**src/logic/odl_consts.svh**
```systemverilog
// Constants for the octal DAC serial loader, both ends
`ifndef ODL_CONSTS_SVH
`define ODL_CONSTS_SVH

// ==================================================
// Word layout
`define ODL_ADDR_W        3
`define ODL_DATA_W        8
`define ODL_NUM_REGS      8
`define ODL_WORD_BITS     5'h0B
`define ODL_LONG_BITS     5'h10
`define ODL_CNT_W         5
`define ODL_SH_W          16
`define ODL_PAD_BITS      5'h00
`define ODL_PRESET_CODE   8'h80

// ==================================================
// Pin vector positions, device side
`define ODL_PIN_W         5
`define ODL_PIN_CS        0
`define ODL_PIN_SCLK      1
`define ODL_PIN_SDI       2
`define ODL_PIN_PD        3
`define ODL_PIN_PRE       4
`define ODL_PIN_IDLE      5'h1B

// ==================================================
// Timing, host side
`define ODL_CLK_MHZ       50
`define ODL_SCLK_HALF_NS  80
`define ODL_SCLK_HALF_CYC ((`ODL_SCLK_HALF_NS * `ODL_CLK_MHZ + 999) / 1000)
`define ODL_HALF_W        4

`endif

```
**src/logic/odl_pkg.sv**
```systemverilog
// Types for both ends of the octal DAC serial loader
package odl_pkg;

    typedef logic [7:0] odl_code_t;

    typedef enum logic [1:0] {
        ODL_D_IDLE  = 2'h1,
        ODL_D_SHIFT = 2'h2
    } odl_dev_state_e;

    typedef enum logic [5:0] {
        ODL_H_IDLE   = 6'h01,
        ODL_H_SELECT = 6'h02,
        ODL_H_LOW    = 6'h04,
        ODL_H_HIGH   = 6'h08,
        ODL_H_HOLD   = 6'h10,
        ODL_H_GAP    = 6'h20
    } odl_host_state_e;

endpackage

```
**src/logic/odl_if.sv**
```systemverilog
// Serial link between host controller and octal DAC loader
`timescale 1ns/1ps

interface odl_if;

    logic cs_n;
    logic sclk;
    logic serial_in;
    logic power_down_n;
    logic preset_n;

    modport host
    (
        output cs_n,
        output sclk,
        output serial_in,
        output power_down_n,
        output preset_n
    );

    modport device
    (
        input  cs_n,
        input  sclk,
        input  serial_in,
        input  power_down_n,
        input  preset_n
    );

endinterface

```
**src/logic/odl_dev.sv**
```systemverilog
// Device end: serial loader and eight 8-bit DAC code registers
`timescale 1ns/1ps
`include "odl_consts.svh"

module odl_dev
    import odl_pkg::*;
#(
    parameter bit HAS_PRESET = 1'b1
)
(
    input  wire logic                                     REF_CLK_I,
    input  wire logic                                     SRST_I,
    odl_if.device                                         LNK,
    output logic [`ODL_NUM_REGS*`ODL_DATA_W-1:0]          CODES_O,
    output logic                                          LOAD_STB_O,
    output logic [`ODL_ADDR_W-1:0]                        LOAD_ADDR_O,
    output logic                                          POWER_DOWN_O,
    output logic                                          SHORT_FRAME_O
);

    // ==================================================
    // Pin synchronisers and agreement filter
    logic [`ODL_PIN_W-1:0] pin_raw;
    logic [`ODL_PIN_W-1:0] s1;
    logic [`ODL_PIN_W-1:0] s2;
    logic [`ODL_PIN_W-1:0] s3;
    logic [`ODL_PIN_W-1:0] filt;
    logic [`ODL_PIN_W-1:0] filt_prev;
    logic [`ODL_PIN_W-1:0] next_s1;
    logic [`ODL_PIN_W-1:0] next_s2;
    logic [`ODL_PIN_W-1:0] next_s3;
    logic [`ODL_PIN_W-1:0] next_filt;

    assign pin_raw[`ODL_PIN_CS]   = LNK.cs_n;
    assign pin_raw[`ODL_PIN_SCLK] = LNK.sclk;
    assign pin_raw[`ODL_PIN_SDI]  = LNK.serial_in;
    assign pin_raw[`ODL_PIN_PD]   = LNK.power_down_n;
    assign pin_raw[`ODL_PIN_PRE]  = LNK.preset_n;

    genvar gi;
    generate
        for (gi = 0; gi < `ODL_PIN_W; gi++)
        begin : g_sync
            always_comb
            begin
                next_s1[gi] = pin_raw[gi];
                next_s2[gi] = s1[gi];
                next_s3[gi] = s2[gi];
                // A change counts only once stages two and three agree
                next_filt[gi] = (s2[gi] == s3[gi]) ? s3[gi] : filt[gi];
            end
        end
    endgenerate

    always_ff @(posedge REF_CLK_I)
    begin
        if (SRST_I)
        begin
            s1        <= `ODL_PIN_IDLE;
            s2        <= `ODL_PIN_IDLE;
            s3        <= `ODL_PIN_IDLE;
            filt      <= `ODL_PIN_IDLE;
            filt_prev <= `ODL_PIN_IDLE;
        end
        else
        begin
            s1        <= next_s1;
            s2        <= next_s2;
            s3        <= next_s3;
            filt      <= next_filt;
            filt_prev <= filt;
        end
    end

    // ==================================================
    // Edge and level events on the filtered pins
    logic cs_low;
    logic cs_rise;
    logic sclk_rise;
    logic pd_active;
    logic pre_active;

    assign cs_low     = ~filt[`ODL_PIN_CS];
    assign cs_rise    = filt[`ODL_PIN_CS] & ~filt_prev[`ODL_PIN_CS];
    // Clock idles high, so only rising edges sample data
    assign sclk_rise  = filt[`ODL_PIN_SCLK] & ~filt_prev[`ODL_PIN_SCLK];
    assign pd_active  = ~filt[`ODL_PIN_PD];
    assign pre_active = HAS_PRESET & ~filt[`ODL_PIN_PRE];

    // ==================================================
    // Frame state and serial shift register
    odl_dev_state_e             state;
    odl_dev_state_e             next_state;
    logic [`ODL_WORD_BITS-1:0]  shreg;
    logic [`ODL_WORD_BITS-1:0]  next_shreg;
    logic [`ODL_CNT_W-1:0]      bit_cnt;
    logic [`ODL_CNT_W-1:0]      next_bit_cnt;
    logic                       do_load;
    logic                       short_frame;

    always_comb
    begin
        next_state   = state;
        next_shreg   = shreg;
        next_bit_cnt = bit_cnt;
        do_load      = 1'b0;
        short_frame  = 1'b0;
        unique case (state)
            ODL_D_IDLE:
            begin
                if (cs_low)
                begin
                    next_state   = ODL_D_SHIFT;
                    next_bit_cnt = '0;
                end
            end
            ODL_D_SHIFT:
            begin
                if (cs_rise)
                begin
                    next_state = ODL_D_IDLE;
                    // Only a complete word may load a register
                    if (bit_cnt >= `ODL_WORD_BITS)
                    begin
                        do_load = 1'b1;
                    end
                    else
                    begin
                        short_frame = 1'b1;
                    end
                end
                else if (sclk_rise)
                begin
                    // Shift left: first bit in ends up at the top, MSB first
                    next_shreg = {shreg[`ODL_WORD_BITS-2:0], filt[`ODL_PIN_SDI]};
                    // Older bits fall off the top, so a 16-bit frame keeps the last 11
                    if (bit_cnt != `ODL_LONG_BITS)
                    begin
                        next_bit_cnt = bit_cnt + 1'b1;
                    end
                end
            end
        endcase
    end

    always_ff @(posedge REF_CLK_I)
    begin
        if (SRST_I)
        begin
            state   <= ODL_D_IDLE;
            shreg   <= '0;
            bit_cnt <= '0;
        end
        else
        begin
            state   <= next_state;
            shreg   <= next_shreg;
            bit_cnt <= next_bit_cnt;
        end
    end

    // ==================================================
    // Word decode: address above data
    logic [`ODL_ADDR_W-1:0] rx_addr;
    logic [`ODL_DATA_W-1:0] rx_data;

    assign rx_addr = shreg[`ODL_WORD_BITS-1:`ODL_DATA_W];
    assign rx_data = shreg[`ODL_DATA_W-1:0];

    // ==================================================
    // DAC code registers
    odl_code_t                  dac_reg [0:`ODL_NUM_REGS-1];
    odl_code_t                  next_dac_reg [0:`ODL_NUM_REGS-1];
    logic                       load_ok;
    logic                       load_stb;
    logic [`ODL_ADDR_W-1:0]     load_addr;
    logic                       pd_out;
    logic                       short_out;

    // Loads arriving in power-down are dropped; only a preset still changes codes
    assign load_ok = do_load & ~pd_active;

    generate
        for (gi = 0; gi < `ODL_NUM_REGS; gi++)
        begin : g_reg
            always_comb
            begin
                next_dac_reg[gi] = dac_reg[gi];
                if (pre_active)
                begin
                    next_dac_reg[gi] = `ODL_PRESET_CODE;
                end
                else if (load_ok && (rx_addr == `ODL_ADDR_W'(gi)))
                begin
                    next_dac_reg[gi] = rx_data;
                end
            end

            always_ff @(posedge REF_CLK_I)
            begin
                if (SRST_I)
                begin
                    dac_reg[gi] <= `ODL_PRESET_CODE;
                end
                else
                begin
                    dac_reg[gi] <= next_dac_reg[gi];
                end
            end

            assign CODES_O[gi*`ODL_DATA_W +: `ODL_DATA_W] = dac_reg[gi];
        end
    endgenerate

    // ==================================================
    // Status outputs
    always_ff @(posedge REF_CLK_I)
    begin
        if (SRST_I)
        begin
            load_stb  <= 1'b0;
            load_addr <= '0;
            pd_out    <= 1'b0;
            short_out <= 1'b0;
        end
        else
        begin
            load_stb  <= load_ok & ~pre_active;
            load_addr <= load_ok ? rx_addr : load_addr;
            pd_out    <= pd_active;
            short_out <= short_frame;
        end
    end

    assign LOAD_STB_O    = load_stb;
    assign LOAD_ADDR_O   = load_addr;
    assign POWER_DOWN_O  = pd_out;
    assign SHORT_FRAME_O = short_out;

endmodule

```
**src/flat_wrapper.sv**
```systemverilog
// flat-port wrapper written by rule: the top's interface ports become plain ports
module odl_dev_flat import odl_pkg::*;
#(
    parameter bit HAS_PRESET = 1'b1
)
  (REF_CLK_I, SRST_I, CODES_O, LOAD_STB_O, LOAD_ADDR_O, POWER_DOWN_O, SHORT_FRAME_O, LNK_cs_n, LNK_sclk, LNK_serial_in, LNK_power_down_n, LNK_preset_n);
  odl_if LNK_i ();
  input  wire logic REF_CLK_I;
  input  wire logic SRST_I;
  output logic [`ODL_NUM_REGS*`ODL_DATA_W-1:0] CODES_O;
  output logic LOAD_STB_O;
  output logic [`ODL_ADDR_W-1:0] LOAD_ADDR_O;
  output logic POWER_DOWN_O;
  output logic SHORT_FRAME_O;
  input wire logic [$bits(LNK_i.cs_n)-1:0] LNK_cs_n;
  input wire logic [$bits(LNK_i.sclk)-1:0] LNK_sclk;
  input wire logic [$bits(LNK_i.serial_in)-1:0] LNK_serial_in;
  input wire logic [$bits(LNK_i.power_down_n)-1:0] LNK_power_down_n;
  input wire logic [$bits(LNK_i.preset_n)-1:0] LNK_preset_n;
  assign LNK_i.cs_n = LNK_cs_n;
  assign LNK_i.sclk = LNK_sclk;
  assign LNK_i.serial_in = LNK_serial_in;
  assign LNK_i.power_down_n = LNK_power_down_n;
  assign LNK_i.preset_n = LNK_preset_n;
  odl_dev #(.HAS_PRESET(HAS_PRESET)) u_core (.REF_CLK_I(REF_CLK_I), .SRST_I(SRST_I), .LNK(LNK_i), .CODES_O(CODES_O), .LOAD_STB_O(LOAD_STB_O), .LOAD_ADDR_O(LOAD_ADDR_O), .POWER_DOWN_O(POWER_DOWN_O), .SHORT_FRAME_O(SHORT_FRAME_O));
endmodule
```
**config.mk**
```make
export PLATFORM = sky130hd
export DESIGN_NAME = odl_dev_flat
export DESIGN_NICKNAME = d
export VERILOG_FILES = /design/src/logic/odl_pkg.sv /design/src/logic/odl_if.sv /design/src/logic/odl_dev.sv /design/src/flat_wrapper.sv
export VERILOG_INCLUDE_DIRS = /design/src /design/src/logic
export SDC_FILE = /design/constraint.sdc
export NUM_CORES = 1
export LEC_CHECK = 0
export BUFFER_PORTS_ARGS = -buffer_cell sky130_fd_sc_hd__buf_2
export CORE_MARGIN = 3
export CORE_UTILIZATION = 57
export CTS_BUF_LIST = sky130_fd_sc_hd__clkbuf_8
export CTS_CLUSTER_DIAMETER = 200
export CTS_CLUSTER_SIZE = 12
export DETAILED_ROUTE_END_ITERATION = 8
export PLACE_DENSITY_LB_ADDON = 0.12
export SLEW_MARGIN = 20
export SYNTH_ARGS = -nofsm -noshare
export SYNTH_HDL_FRONTEND = slang
export SYNTH_SLANG_ARGS = --single-unit
```
**constraint.sdc**
```tcl
create_clock -name REF_CLK_I -period 2.4 [get_ports REF_CLK_I]
set_clock_uncertainty 0.2 [all_clocks]
set_input_delay 0.12 -clock REF_CLK_I [delete_from_list [all_inputs] [get_ports REF_CLK_I]]
set_output_delay 0.12 -clock REF_CLK_I [all_outputs]
set_load 0.01 [all_outputs]
```
==> reports/metrics.sh, run 1 <==
GRT_OVERFLOW=0
SYNTH_SEQ_CELLS=110
ROUTABILITYCONGESTION=0.838
WORST_EP_REQUIRED_TIME_NS=2.47
ANT_NETS=0
MAXUSEDROUTINGLAYER='met4'
FINAL-SETUP-VIOL-COUNT=0
YOSYS_WARNINGS=0
FINISH.UTILIZATION=0.709
FINAL-HOLD-VIOLATION-COUNT=0
LARGEST_NET_DEGREE_AT_THE_START_OF_GLOBAL_ROUTING=30
FIRST_PASS_GRT_WIRE_LENGTH_MM=13.7
NUMBER_OF_GLOBAL_ROUTE_VIAS_BEFORE_REPAIR=2709
CRITICAL_PATH_PEAK_FANOUT=10
GR-USAGE-ALL-LAYERS=0.210
SYNTH_MOST_COMMON_CELL='sky130_fd_sc_hd__dfxtp_1'
FINAL_MAX_SLEW_VIOL_COUNT=0
SYNTHESIS.INSTANCES=387
SETUP_SLACK_NS=0.138
SYNTH_TOP_AREA_SHARE=0.540
MIN_PERIOD_NS=2.26
TOTAL_LEAKAGE_POWER_uW=0.00206
CRIT_PATH_END_KIND='flop'
GRT_SETUP_UNREPAIRED='no'
CTS_MADE_BUFFERS=9
DRT-MET1-WL_MM=4.03
CTS_TREE='built'
ROUTE.DETAILED.WL_PER_INST_UM=15.0
MAXCAPVIOLATIONS=0
ROWS=30
QUANTITY_OF_I_O_BUFFERS_INSERTED_ON_PORTS=76
CLK-INSERTION-DELAY-LATE_NS=0.37
DRTITER0DRC=113
DETAILEDROUTE.FIRSTPASSITERATIONCOUNT=4
DIE-AREA_UM2=8210
NUM_IO_PINS=77
FINALNETCOUNT=477
CRITICAL_PATH.MAX_STAGE_DELAY_NS=0.67
YS_TYPES=34
SYNTHDOMINANTAREACELLTYPE='sky130_fd_sc_hd__dfxtp_1'
DP_SLACK_NS=0.105
FP.COREAREA_UM2=6870
CRITPATHARRIVALTIME_NS=2.33
NETLIST_TOP_CELLS_COUNT='sky130_fd_sc_hd__dfxtp_1 (110), sky130_fd_sc_hd__nor2_1 (78), sky130_fd_sc_hd__mux2i_1 (70)'
MET3_LENGTH_UM=357
HOLD-WORST-SLACK_NS=0.219
TIMING.HOLD.WORST.CLASS='reg2reg'
MAX_CLOCK_FREQ_GHz=0.442
DIE_WIDTH_UM=90.6
DETAIL_ROUTE.VIAS_PER_CELL=5.24
ROUTED-WL-MET2_MM=3.97
LAYOUT-DRIVE-GT1-SHARE=0.275
WORST_PATH_MAX_DELAY_CELL='sky130_fd_sc_hd__nor4_4'
CTS.CLK_SLEW.WORST_PATHS_NS=0.11
CTS_SINK_CNT=110
HTREEDEPTH=3
SYNTH_FP_NETS=396
CRIT_PATH_CELL_TRACE='ha_1, a2111oi_2, buf_4, nor4_4, mux2i_1, nor2_1'
CLOCK_PATH_BUFFERS=2
SYNTH_AREA_UM2=4080
START_UTIL=0.594
PEAKVDDDROP_mV=0.425
YOSYS-TOP-CELLS-AREA='sky130_fd_sc_hd__dfxtp_1 (54%), sky130_fd_sc_hd__mux2i_1 (17%), sky130_fd_sc_hd__nor2_1 (7.2%), sky130_fd_sc_hd__nor4_4 (4.2%), sky130_fd_sc_hd__a21oi_1 (2.3%)'
CP_NUM_BUF_INV=1
TIMING.FINAL.CRIT_SHARE=0.943
CRIT_FAMILY='simple AND/OR/NAND/NOR gates'
SYNTH.AVG_CELL_AREA_UM2=10.5
HPWL_AFTER_DETAILED_PLACEMENT_MM=5.61
FIN_SETUP_TNS_NS=0
STATUS='completed'
DIODES=0
WORST-SLEW-PIN-TRANSITION_NS=0.908
TIMING.MAX_SLEW.REL_SLACK=0.392
SETUP.WORST_PATH.CLASS='reg2reg'
PWR_DENSITY_CELL_nW_PER_UM2=630
SYNTH_EDF_COUNT=0
ROUTE.DETAILED.DRC=0
SYN_TO_FINAL_GROWTH_PCT=19.3
ROUTED_WL_MM=8.52
INITIAL_ANTENNA_VIOLATION_COUNT=0
SYNTH_FLOP_CELL='sky130_fd_sc_hd__dfxtp_1'
VIAS=2982
STARTPOINT_TYPE='flop'
YS_ASYNC_RST_SHARE=0
SYNTH_SEQUENTIAL_AREA_RATIO=0.540
CLK_ROOT_BUFFER_CELL='sky130_fd_sc_hd__clkbuf_8'
DIE_SPAN_IN_Y_UM=90.6
FLIP_FLOP_COUNT_OF_THE_LARGEST_REGISTER_AFTER_LAYOUT=64
-- per-stage QoR --
stage               cell area (µm²)  power (µW)  instances
detailed placement             4570        1960        545
CTS                            4850        3080        568
global placement               4570        1950        545
finish                         4870        3060        569
global route                   4870        3170        569
floorplan                      4080        1940        387
-- cells by family after synthesis --
kind of cell,after synthesis,synth area share
DFF,110,0.540
adders and majority gates,2,0.00613
muxes,70,0.172
AOI/OAI and AO/OA,35,0.0503
buffers and inverters,28,0.0334
and+or+nand+nor,142,0.198
-- final timing paths --
kind	startpoint	endpoint	cells after the start	slack, ns
max	u_core.bit_cnt[0]	u_core.dac_reg[3][9]	6	0.14
min	u_core.next_s2[3]	u_core.next_s3[3]	1	0.22
max reg2reg	u_core.bit_cnt[0]	u_core.dac_reg[3][9]	6	0.14
min reg2reg	u_core.next_s2[3]	u_core.next_s3[3]	1	0.22
-- layout make-up --
class                   instances  area (µm²)
clock buffers                  10         138
clock inverters                 6        68.8
fillers                       521        2000
inverters                       3        11.3
multi-input cells             249        1750
flip-flops and latches        110        2200
well taps                      96         120
repair buffers                 95         578
-- power breakdown --
group          internal, µW  leakage, µW  total, µW  switching [µW]
registers              1840     0.000890       1840            7.14
logic                  30.0      0.00106       79.5            49.5
clock network           521     0.000109       1140             619
total                  2390      0.00206       3060             676
-- per-layer routing --
metal | global-route usage | vias to the layer above
met4 | 0.0944 | 0
met1 | 0.275 | 1426
li1 | - | 1480
met3 | 0.0417 | 13
met2 | 0.335 | 63
met5 | 0 | -
-- cells in the final DEF, fill, tap and decap left out, types with 2 or more instances in the layout --
cell / count
sky130_fd_sc_hd__dfxtp_1: 110
sky130_fd_sc_hd__nor2_1: 78
sky130_fd_sc_hd__buf_2: 76
sky130_fd_sc_hd__mux2i_1: 70
sky130_fd_sc_hd__a21oi_1: 19
sky130_fd_sc_hd__or2_2: 15
sky130_fd_sc_hd__clkbuf_8: 10
sky130_fd_sc_hd__nor3_1: 9
sky130_fd_sc_hd__buf_4: 9
sky130_fd_sc_hd__nor4_4: 8
sky130_fd_sc_hd__dlygate4sd3_1: 7
sky130_fd_sc_hd__nor2b_1: 5
sky130_fd_sc_hd__inv_1: 4
sky130_fd_sc_hd__o21bai_1: 4
sky130_fd_sc_hd__nand3_1: 4
sky130_fd_sc_hd__nand2_1: 4
sky130_fd_sc_hd__o21ai_0: 4
sky130_fd_sc_hd__nand2b_1: 3
sky130_fd_sc_hd__or4_1: 3
sky130_fd_sc_hd__inv_6: 3
sky130_fd_sc_hd__buf_12: 3
sky130_fd_sc_hd__nand4bb_1: 2
sky130_fd_sc_hd__nand3b_1: 2
sky130_fd_sc_hd__or3b_2: 2
sky130_fd_sc_hd__o211ai_1: 2
sky130_fd_sc_hd__o31ai_1: 2
sky130_fd_sc_hd__nand4_1: 2
sky130_fd_sc_hd__ha_1: 2
-- timing repair --
| item | in CTS | in global routing |
|---|---|---|
| hold buffers | 7 | 0 |
| buffers inserted | 0 | 1 |
| hold endpoints to repair | 24 | 0 |
| gates resized for setup | 0 | 0 |
| setup endpoints to repair | 0 | 12 |
-- worst register-to-register path: stages (launching register included) --
cell	delay [ns]
sky130_fd_sc_hd__dfxtp_1	0.42
sky130_fd_sc_hd__ha_1	0.26
sky130_fd_sc_hd__a2111oi_2	0.06
sky130_fd_sc_hd__buf_4	0.22
sky130_fd_sc_hd__nor4_4	0.67
sky130_fd_sc_hd__mux2i_1	0.28
sky130_fd_sc_hd__nor2_1	0.05
(Power assumes the default switching activity.)
==> run 2, diff against run 1 <==
--- a/config.mk
+++ b/config.mk
@@ -14,6 +14,7 @@
 export CTS_CLUSTER_SIZE = 12
 export DETAILED_ROUTE_END_ITERATION = 8
 export PLACE_DENSITY_LB_ADDON = 0.12
+export RECOVER_POWER = 100
 export SLEW_MARGIN = 20
 export SYNTH_ARGS = -nofsm -noshare
 export SYNTH_HDL_FRONTEND = slang
==> run 2 against run 1 <==
Setup slack better by 0.0017 ns. Total power hardly changed. Critical path depth is 1 lower. Final cell count stayed put. Non-clock buffer count stayed put. Die area stayed put. Register-to-register slack hardly changed. Core utilization is 2.3 points lower. Routed wire length is 0.73% higher. Sequential power hardly changed. Critical path type unchanged. Largest power group unchanged.
==> reports/metrics.sh, run 2 (synthesized netlist as in run 1, its figures left out) <==
P_INT_uW=2390  # about the same
ROUTE.DETAILED.DRC=0  # unchanged
ROUTABILITYCONGESTION=0.838  # unchanged
P_SW_FRAC=0.221  # about the same
CTS_MADE_BUFFERS=9  # unchanged
PEAKVDDDROP_mV=0.425  # about the same
CTS.CLK_SLEW.WORST_PATHS_NS=0.10  # was 0.11 ns
GRT_SETUP_UNREPAIRED='no'  # unchanged
FINISH.UTILIZATION=0.685  # was 0.709
SHARE_CLK_OF_TOTAL_POWER=0.373  # was 0.372
CRIT_PATH_END='u_core.dac_reg[1][2]'  # was u_core.dac_reg[3][9]
MOST_COMMON_LIBRARY_CELL_IN_THE_LAYOUT_IGNORING_FILL_AND_TAPS='sky130_fd_sc_hd__dfxtp_1'  # unchanged
CRIT_PATH_START='u_core.shreg[9]'  # was u_core.bit_cnt[0]
TIMING.MAX_SLEW.REL_SLACK=0.450  # was 0.392
MIN_PERIOD_NS=2.26  # about the same
DIODES=0  # unchanged
ANT_NETS=0  # unchanged
HPWL_AFTER_DETAILED_PLACEMENT_MM=5.61  # unchanged
FINAL_MAX_SLEW_VIOL_COUNT=0  # unchanged
WORST-R2R-CELL-COUNT=5  # was 6
CLOCK_PATH_BUFFERS=2  # unchanged
TIMING.FINAL.CRIT_SHARE=0.942  # was 0.943
STARTPOINT_TYPE='flop'  # unchanged
DIE_SPAN_IN_Y_UM=90.6  # unchanged
ROWS=30  # unchanged
MAXCAPVIOLATIONS=0  # unchanged
NUMBER_OF_GLOBAL_ROUTE_VIAS_BEFORE_REPAIR=2709  # unchanged
WORST-SLEW-PIN-TRANSITION_NS=0.824  # was 0.908 ns
TOTAL_LEAKAGE_POWER_uW=0.00171  # was 0.00206 µW
FINALNETCOUNT=477  # unchanged
SETUP.WORST_PATH.CLASS='reg2reg'  # unchanged
MAX_CLOCK_FREQ_GHz=0.442  # about the same
SYN_TO_FINAL_GROWTH_PCT=15.4  # was 19.3%
NFILLCELLS=582  # was 521
TIMING.HOLD.WORST.CLASS='reg2reg'  # unchanged
FINAL-SETUP-VIOL-COUNT=0  # unchanged
INITIAL_ANTENNA_VIOLATION_COUNT=0  # unchanged
DIE-AREA_UM2=8210  # unchanged
FINAL-HOLD-VIOLATION-COUNT=0  # unchanged
NUM_IO_PINS=77  # unchanged
MOST-COMMON-LAYOUT-CELLS='sky130_fd_sc_hd__dfxtp_1 (110), sky130_fd_sc_hd__nor2_1 (78), sky130_fd_sc_hd__clkbuf_1 (74)'  # was sky130_fd_sc_hd__dfxtp_1 (110), sky130_fd_sc_hd__nor2_1 (78), sky130_fd_sc_hd__buf_2 (76)
FIRST_PASS_GRT_WIRE_LENGTH_MM=13.7  # unchanged
ROUTE.DETAILED.WL_PER_INST_UM=15.1  # was 15.0 µm
VIAS=2988  # was 2982
FP.COREAREA_UM2=6870  # unchanged
FIN_CELLS=569  # unchanged
CRITICAL_PATH_PEAK_FANOUT=11  # was 10
SEQ_POWER_SHARE=0.602  # about the same
RR_STARTPOINT='u_core.shreg[9]'  # was u_core.bit_cnt[0]
ROUTED_WL_MM=8.58  # was 8.52 mm
DRTITER0DRC=133  # was 113
CRIT_PATH_END_KIND='flop'  # unchanged
PWR_DENSITY_CELL_nW_PER_UM2=651  # was 630 nW/µm²
TIMING.RR.END='u_core.dac_reg[1][2]'  # was u_core.dac_reg[3][9]
CLK-INSERTION-DELAY-LATE_NS=0.37  # about the same
DIE_WIDTH_UM=90.6  # unchanged
STATUS='completed'  # unchanged
GRT_OVERFLOW=0  # unchanged
DETAILEDROUTE.FIRSTPASSITERATIONCOUNT=4  # unchanged
QUANTITY_OF_I_O_BUFFERS_INSERTED_ON_PORTS=76  # unchanged
CLK_ROOT_BUFFER_CELL='sky130_fd_sc_hd__clkbuf_8'  # unchanged
CTS_SINK_CNT=110  # unchanged
HTREEDEPTH=3  # unchanged
REGTOREGSETUPSLACK_NS=0.14  # about the same
GR-USAGE-ALL-LAYERS=0.210  # unchanged
FLIP_FLOP_COUNT_OF_THE_LARGEST_REGISTER_AFTER_LAYOUT=64  # unchanged
START_UTIL=0.594  # unchanged
CRITPATHARRIVALTIME_NS=2.31  # was 2.33 ns
CTS_TREE='built'  # unchanged
LAYOUT-DRIVE-GT1-SHARE=0.114  # was 0.275
NUMPLACEDINSTANCES=545  # unchanged
WORST_EP_REQUIRED_TIME_NS=2.45  # was 2.47 ns
LARGEST_NET_DEGREE_AT_THE_START_OF_GLOBAL_ROUTING=30  # unchanged
POWER_FRAC_COMB=0.025  # was 0.026
FIN_SETUP_TNS_NS=0  # unchanged
NETSWITCHINGPOWER_uW=676  # about the same
DETAIL_ROUTE.VIAS_PER_CELL=5.25  # was 5.24
CTS-RESIZED-GATES=0  # unchanged
## run 2: cell count changes in the layout (fill, tap and decap cells not counted), sizes merged
| cell | previous run | this run |
|---|---|---|
| clkbuf | 10 | 88 |
| buf | 88 | 10 |
## run 2: power groups by stage
stage / Clock (µW) / Combinational [µW] / Sequential, µW
2_1_floorplan: 0 / 50.6 / 1890
3_3_place_gp: 0 / 68.0 / 1890
3_5_place_dp: 0 / 69.7 / 1890
4_1_cts: 1150 / 79.7 / 1840
5_1_grt: 1230 / 87.2 / 1850
6_report: 1140 / 77.4 / 1840
## run 2: layout make-up
| type | count | area [µm²] | area share |
|---|---|---|---|
| Clock inverter | 6 | 68.8 | 0.0146 |
| Sequential cell | 110 | 2200 | 0.468 |
| Clock buffer | 10 | 138 | 0.0292 |
| Tap cell | 96 | 120 | 0.0255 |
| Multi-Input combinational cell | 249 | 1710 | 0.363 |
| Timing Repair Buffer | 95 | 455 | 0.0968 |
| Inverter | 3 | 11.3 | 0.00239 |
## run 2: timing repair
| item | in CTS | in global routing |
|---|---|---|
| endpoints found under the setup margin | 0 | 12 |
| setup buffers | 0 | 1 |
| hold endpoints to repair | 24 | 0 |
| hold buffers | 7 | 0 |
## run 2: worst min path at each step
| stage | slack [ns] | depth (start not counted) | to | from |
|---|---|---|---|---|
| 2_1_floorplan | 0.02 | 1 | u_core.next_s2[0] | LNK_cs_n |
| 3_3_place_gp | 0.10 | 2 | u_core.next_s2[4] | LNK_preset_n |
| 3_5_place_dp | 0.11 | 2 | u_core.next_s2[3] | LNK_power_down_n |
| 4_1_cts | 0.22 | 1 | u_core.next_s3[3] | u_core.next_s2[3] |
| 5_1_grt | 0.24 | 1 | u_core.next_s3[3] | u_core.next_s2[3] |
| 6_report | 0.22 | 1 | u_core.next_s3[3] | u_core.next_s2[3] |
## run 2: per-stage QoR
stage,total power [µW],hold slack (ns),area [µm²],worst slack (ns)
floorplan,1940,0.0238,4080,0.368
global placement,1950,0.103,4570,0.163
detailed placement,1960,0.106,4570,0.105
CTS,3080,0.222,4850,0.0950
global route,3160,0.236,4710,0.0295
finish,3060,0.219,4710,0.140
## run 2: metal layers
metal / global-route usage / vias to the layer above / wire length [µm]
met4: 0.0944 / 0 / 162
met3: 0.0417 / 13 / 407
met5: 0 / - / 0
li1: - / 1487 / -
met2: 0.335 / 78 / 4040
met1: 0.275 / 1410 / 3970
## run 2: critical path, stage by stage, from the launching register on
cell and delay (ns):
sky130_fd_sc_hd__dfxtp_1 0.53, sky130_fd_sc_hd__or3b_2 0.52, sky130_fd_sc_hd__nor4_4 0.29, sky130_fd_sc_hd__clkbuf_2 0.33, sky130_fd_sc_hd__mux2i_1 0.22, sky130_fd_sc_hd__nor2_1 0.06
==> run 3, diff against run 2 <==
--- a/config.mk
+++ b/config.mk
@@ -6,6 +6,7 @@
 export SDC_FILE = /design/constraint.sdc
 export NUM_CORES = 1
 export LEC_CHECK = 0
+export ABC_AREA = 1
 export BUFFER_PORTS_ARGS = -buffer_cell sky130_fd_sc_hd__buf_2
 export CORE_MARGIN = 3
 export CORE_UTILIZATION = 57
==> run 3 against run 2 <==
Synthesized area rose by 2.2%. Combinational power rose by 29%. Die area rose by 2.0%. Routed wire length rose by 10%. Synthesized cell count rose by 42%. Cell area rose by 0.29%. Core utilization fell by 0.54 points. Global-route usage rose by 2.1 points. Count of clock-buffer cells in the layout did not move. Highest routed layer unchanged.
==> reports/metrics.sh, run 3 <==
CTS_MADE_BUFFERS=9  # unchanged
CRITPATHARRIVALTIME_NS=2.05  # was 2.31 ns
NETLIST_TOP_CELLS_COUNT='sky130_fd_sc_hd__nand2_1 (118), sky130_fd_sc_hd__dfxtp_1 (110), sky130_fd_sc_hd__nor2_1 (72)'  # was sky130_fd_sc_hd__dfxtp_1 (110), sky130_fd_sc_hd__nor2_1 (78), sky130_fd_sc_hd__mux2i_1 (70)
WORST-R2R-CELL-COUNT=5  # unchanged
WORST-SLEW-PIN-TRANSITION_NS=0.684  # was 0.824 ns
FIN_SETUP_TNS_NS=0  # unchanged
RR_STARTPOINT='u_core.shreg[10]'  # was u_core.shreg[9]
STARTPOINT_TYPE='flop'  # unchanged
CRITICAL_PATH_PEAK_FANOUT=9  # was 11
FP.COREAREA_UM2=6940  # was 6870 µm²
DRTITER0DRC=206  # was 133
TIMING.MAX_SLEW.REL_SLACK=0.542  # was 0.450
DIE_SPAN_IN_Y_UM=91.5  # was 90.6 µm
FINALNETCOUNT=628  # was 477
CTS_TREE='built'  # unchanged
ROUTE.DETAILED.DRC=0  # unchanged
PWR_TOTAL_uW=2990  # was 3060 µW
SETUP.WORST_PATH.CLASS='reg2reg'  # unchanged
MAXCAPVIOLATIONS=0  # unchanged
SYNTHDOMINANTAREACELLTYPE='sky130_fd_sc_hd__dfxtp_1'  # unchanged
PWR_DENSITY_CELL_nW_PER_UM2=634  # was 651 nW/µm²
VIAS=3653  # was 2988
GR-USAGE-ALL-LAYERS=0.231  # was 0.210
ROUTABILITYCONGESTION=0.888  # was 0.838
DIE-AREA_UM2=8370  # was 8210 µm²
TIMING.HOLD.WORST.CLASS='reg2reg'  # unchanged
SYNTHESIS.INSTANCES=549  # was 387
DETAILEDROUTE.FIRSTPASSITERATIONCOUNT=5  # was 4
CLK-INSERTION-DELAY-LATE_NS=0.37  # about the same
SYN_TO_FINAL_GROWTH_PCT=13.2  # was 15.4%
REGTOREGSETUPSLACK_NS=0.41  # was 0.14 ns
WORST_EP_REQUIRED_TIME_NS=2.46  # was 2.45 ns
SYNTH_EDF_COUNT=0  # unchanged
HPWL_AFTER_DETAILED_PLACEMENT_MM=6.29  # was 5.61 mm
LAYOUT-DRIVE-GT1-SHARE=0.0769  # was 0.114
POSTCTSHOLDBUFS=7  # unchanged
YOSYS-TOP-CELLS-AREA='sky130_fd_sc_hd__dfxtp_1 (53%), sky130_fd_sc_hd__nand2_1 (11%), sky130_fd_sc_hd__nand3_1 (7.4%), sky130_fd_sc_hd__a21oi_1 (6.5%), sky130_fd_sc_hd__nor2_1 (6.5%)'  # was sky130_fd_sc_hd__dfxtp_1 (54%), sky130_fd_sc_hd__mux2i_1 (17%), sky130_fd_sc_hd__nor2_1 (7.2%), sky130_fd_sc_hd__nor4_4 (4.2%), sky130_fd_sc_hd__a21oi_1 (2.3%)
SYNTH.AVG_CELL_AREA_UM2=7.59  # was 10.5 µm²
SYNTH_TOP_AREA_SHARE=0.528  # was 0.540
ROUTED_WL_MM=9.45  # was 8.58 mm
INITIAL_ANTENNA_VIOLATION_COUNT=0  # unchanged
HOLDPATHSTAGES=1  # unchanged
SYNTH_MOST_COMMON_CELL='sky130_fd_sc_hd__nand2_1'  # was sky130_fd_sc_hd__dfxtp_1
MOST_COMMON_LIBRARY_CELL_IN_THE_LAYOUT_IGNORING_FILL_AND_TAPS='sky130_fd_sc_hd__nand2_1'  # was sky130_fd_sc_hd__dfxtp_1
FLIP_FLOP_COUNT_OF_THE_LARGEST_REGISTER_AFTER_LAYOUT=64  # unchanged
GRT_SETUP_UNREPAIRED='no'  # unchanged
DIE_WIDTH_UM=91.5  # was 90.6 µm
NUMBER_OF_GLOBAL_ROUTE_VIAS_BEFORE_REPAIR=3351  # was 2709
SYNTH_SEQ_CELLS=110  # unchanged
CRIT_PATH_END_KIND='flop'  # unchanged
ANT_NETS=0  # unchanged
TIMING.HOLD.WORST.START='u_core.next_s2[0]'  # was u_core.next_s2[3]
YS_ASYNC_RST_SHARE=0  # unchanged
MIN_PERIOD_NS=1.99  # was 2.26 ns
DIODES=0  # unchanged
YOSYS_WARNINGS=0  # unchanged
CLK_ROOT_BUFFER_CELL='sky130_fd_sc_hd__clkbuf_8'  # unchanged
MAX_CLOCK_FREQ_GHz=0.501  # was 0.442 GHz
ROWS=30  # unchanged
QUANTITY_OF_I_O_BUFFERS_INSERTED_ON_PORTS=76  # unchanged
SYNTH_FLOP_CELL='sky130_fd_sc_hd__dfxtp_1'  # unchanged
CLOCK_PATH_BUFFERS=2  # unchanged
TOTAL_LEAKAGE_POWER_uW=0.00196  # was 0.00171 µW
MIN_DELAY_WORST_ENDPOINT='u_core.next_s3[0]'  # was u_core.next_s3[3]
NFILLCELLS=642  # was 582
START_UTIL=0.600  # was 0.594
HTREEDEPTH=3  # unchanged
CTS_SINK_CNT=110  # unchanged
STATUS='completed'  # unchanged
YS_TYPES=22  # was 34
TIMING.FINAL.CRIT_SHARE=0.831  # was 0.942
SYNTH_FP_NETS=558  # was 396
SYNTH_AREA_UM2=4170  # was 4080 µm²
LARGEST_NET_DEGREE_AT_THE_START_OF_GLOBAL_ROUTING=37  # was 30
CTS_POST_SETUP_BUFFERS_INSERTED=0  # unchanged
MOST-COMMON-LAYOUT-CELLS='sky130_fd_sc_hd__nand2_1 (120), sky130_fd_sc_hd__dfxtp_1 (110), sky130_fd_sc_hd__nor2_1 (73)'  # was sky130_fd_sc_hd__dfxtp_1 (110), sky130_fd_sc_hd__nor2_1 (78), sky130_fd_sc_hd__clkbuf_1 (74)
CTS-RESIZED-GATES=0  # unchanged
FINAL-SETUP-VIOL-COUNT=0  # unchanged
GRT_OVERFLOW=0  # unchanged
TIMING.RR.END='u_core.dac_reg[2][2]'  # was u_core.dac_reg[1][2]
SYNTH_SEQUENTIAL_AREA_RATIO=0.528  # was 0.540
FINAL-HOLD-VIOLATION-COUNT=0  # unchanged
FIRST_PASS_GRT_WIRE_LENGTH_MM=15.7  # was 13.7 mm
NUM_IO_PINS=77  # unchanged
PEAKVDDDROP_mV=0.476  # was 0.425 mV
CTS.CLK_SLEW.WORST_PATHS_NS=0.10  # about the same
FINAL_MAX_SLEW_VIOL_COUNT=0  # unchanged
DETAIL_ROUTE.VIAS_PER_CELL=5.07  # was 5.25
ROUTE.DETAILED.WL_PER_INST_UM=13.1  # was 15.1 µm
[run 3: cell families (layout without fill, tap and decap cells)]
kind of cell | after synthesis | after routing | share of synthesized area
AO/OA/AOI/OAI | 73 | 73 | 0.0877
buffers and inverters | 83 | 158 | 0.0832
AND/OR/NAND/NOR | 279 | 279 | 0.290
flip-flops | 110 | 110 | 0.528
XOR/XNOR | 1 | 1 | 0.00210
adder cells (fa/ha/maj) | 3 | 3 | 0.00841
[run 3: critical path: stages, from the launching register on]
cell	delay, ns
sky130_fd_sc_hd__dfxtp_1	0.48
sky130_fd_sc_hd__inv_1	0.15
sky130_fd_sc_hd__nor2_1	0.48
sky130_fd_sc_hd__nand3_1	0.36
sky130_fd_sc_hd__nand2_1	0.14
sky130_fd_sc_hd__a21oi_1	0.07
[run 3: worst max path at each step]
stage,startpoint,endpoint,slack (ns),cells after the start
2_1_floorplan,u_core.bit_cnt[0],u_core.dac_reg[1][0],0.75,9
3_3_place_gp,u_core.bit_cnt[0],u_core.LOAD_ADDR_O[2],0.60,9
3_5_place_dp,u_core.bit_cnt[0],u_core.LOAD_ADDR_O[2],0.49,9
4_1_cts,u_core.bit_cnt[0],u_core.LOAD_ADDR_O[2],0.46,9
5_1_grt,u_core.shreg[10],u_core.dac_reg[2][0],0.17,5
6_report,u_core.shreg[10],u_core.dac_reg[2][2],0.41,5
[run 3: metrics by stage]
step	utilization	area, µm²	hold slack (ns)	worst slack [ns]	std cells
floorplan	-	4170	0.0238	0.754	549
global placement	0.657	4560	0.102	0.598	697
detailed placement	0.657	4560	0.105	0.491	697
CTS	0.693	4810	0.225	0.463	720
global route	0.680	4720	0.245	0.167	720
finish	0.680	4720	0.219	0.406	720
[run 3: metal layers]
layer / wire length (µm) / GRT usage / vias up
li1: - / - / 1865
met2: 4420 / 0.366 / 103
met3: 639 / 0.0447 / 16
met1: 4220 / 0.308 / 1669
met5: 0 / 0 / -
met4: 161 / 0.0967 / 0
[run 3: power by group]
part	switching (µW)	internal (µW)	leakage, µW	total, µW
Combinational	63.1	36.8	0.000976	99.9
Clock	624	412	0.0000907	1040
Sequential	14.4	1840	0.000890	1860
[run 3: layout make-up]
cell class,instances,area (µm²),share of cell area
multi-input cells,356,1610,0.341
repair buffers,88,400,0.0848
flip-flops and latches,110,2200,0.467
inverters,54,203,0.0429
clock buffers,10,138,0.0292
well taps,96,120,0.0255
clock inverters,6,45.0,0.00954
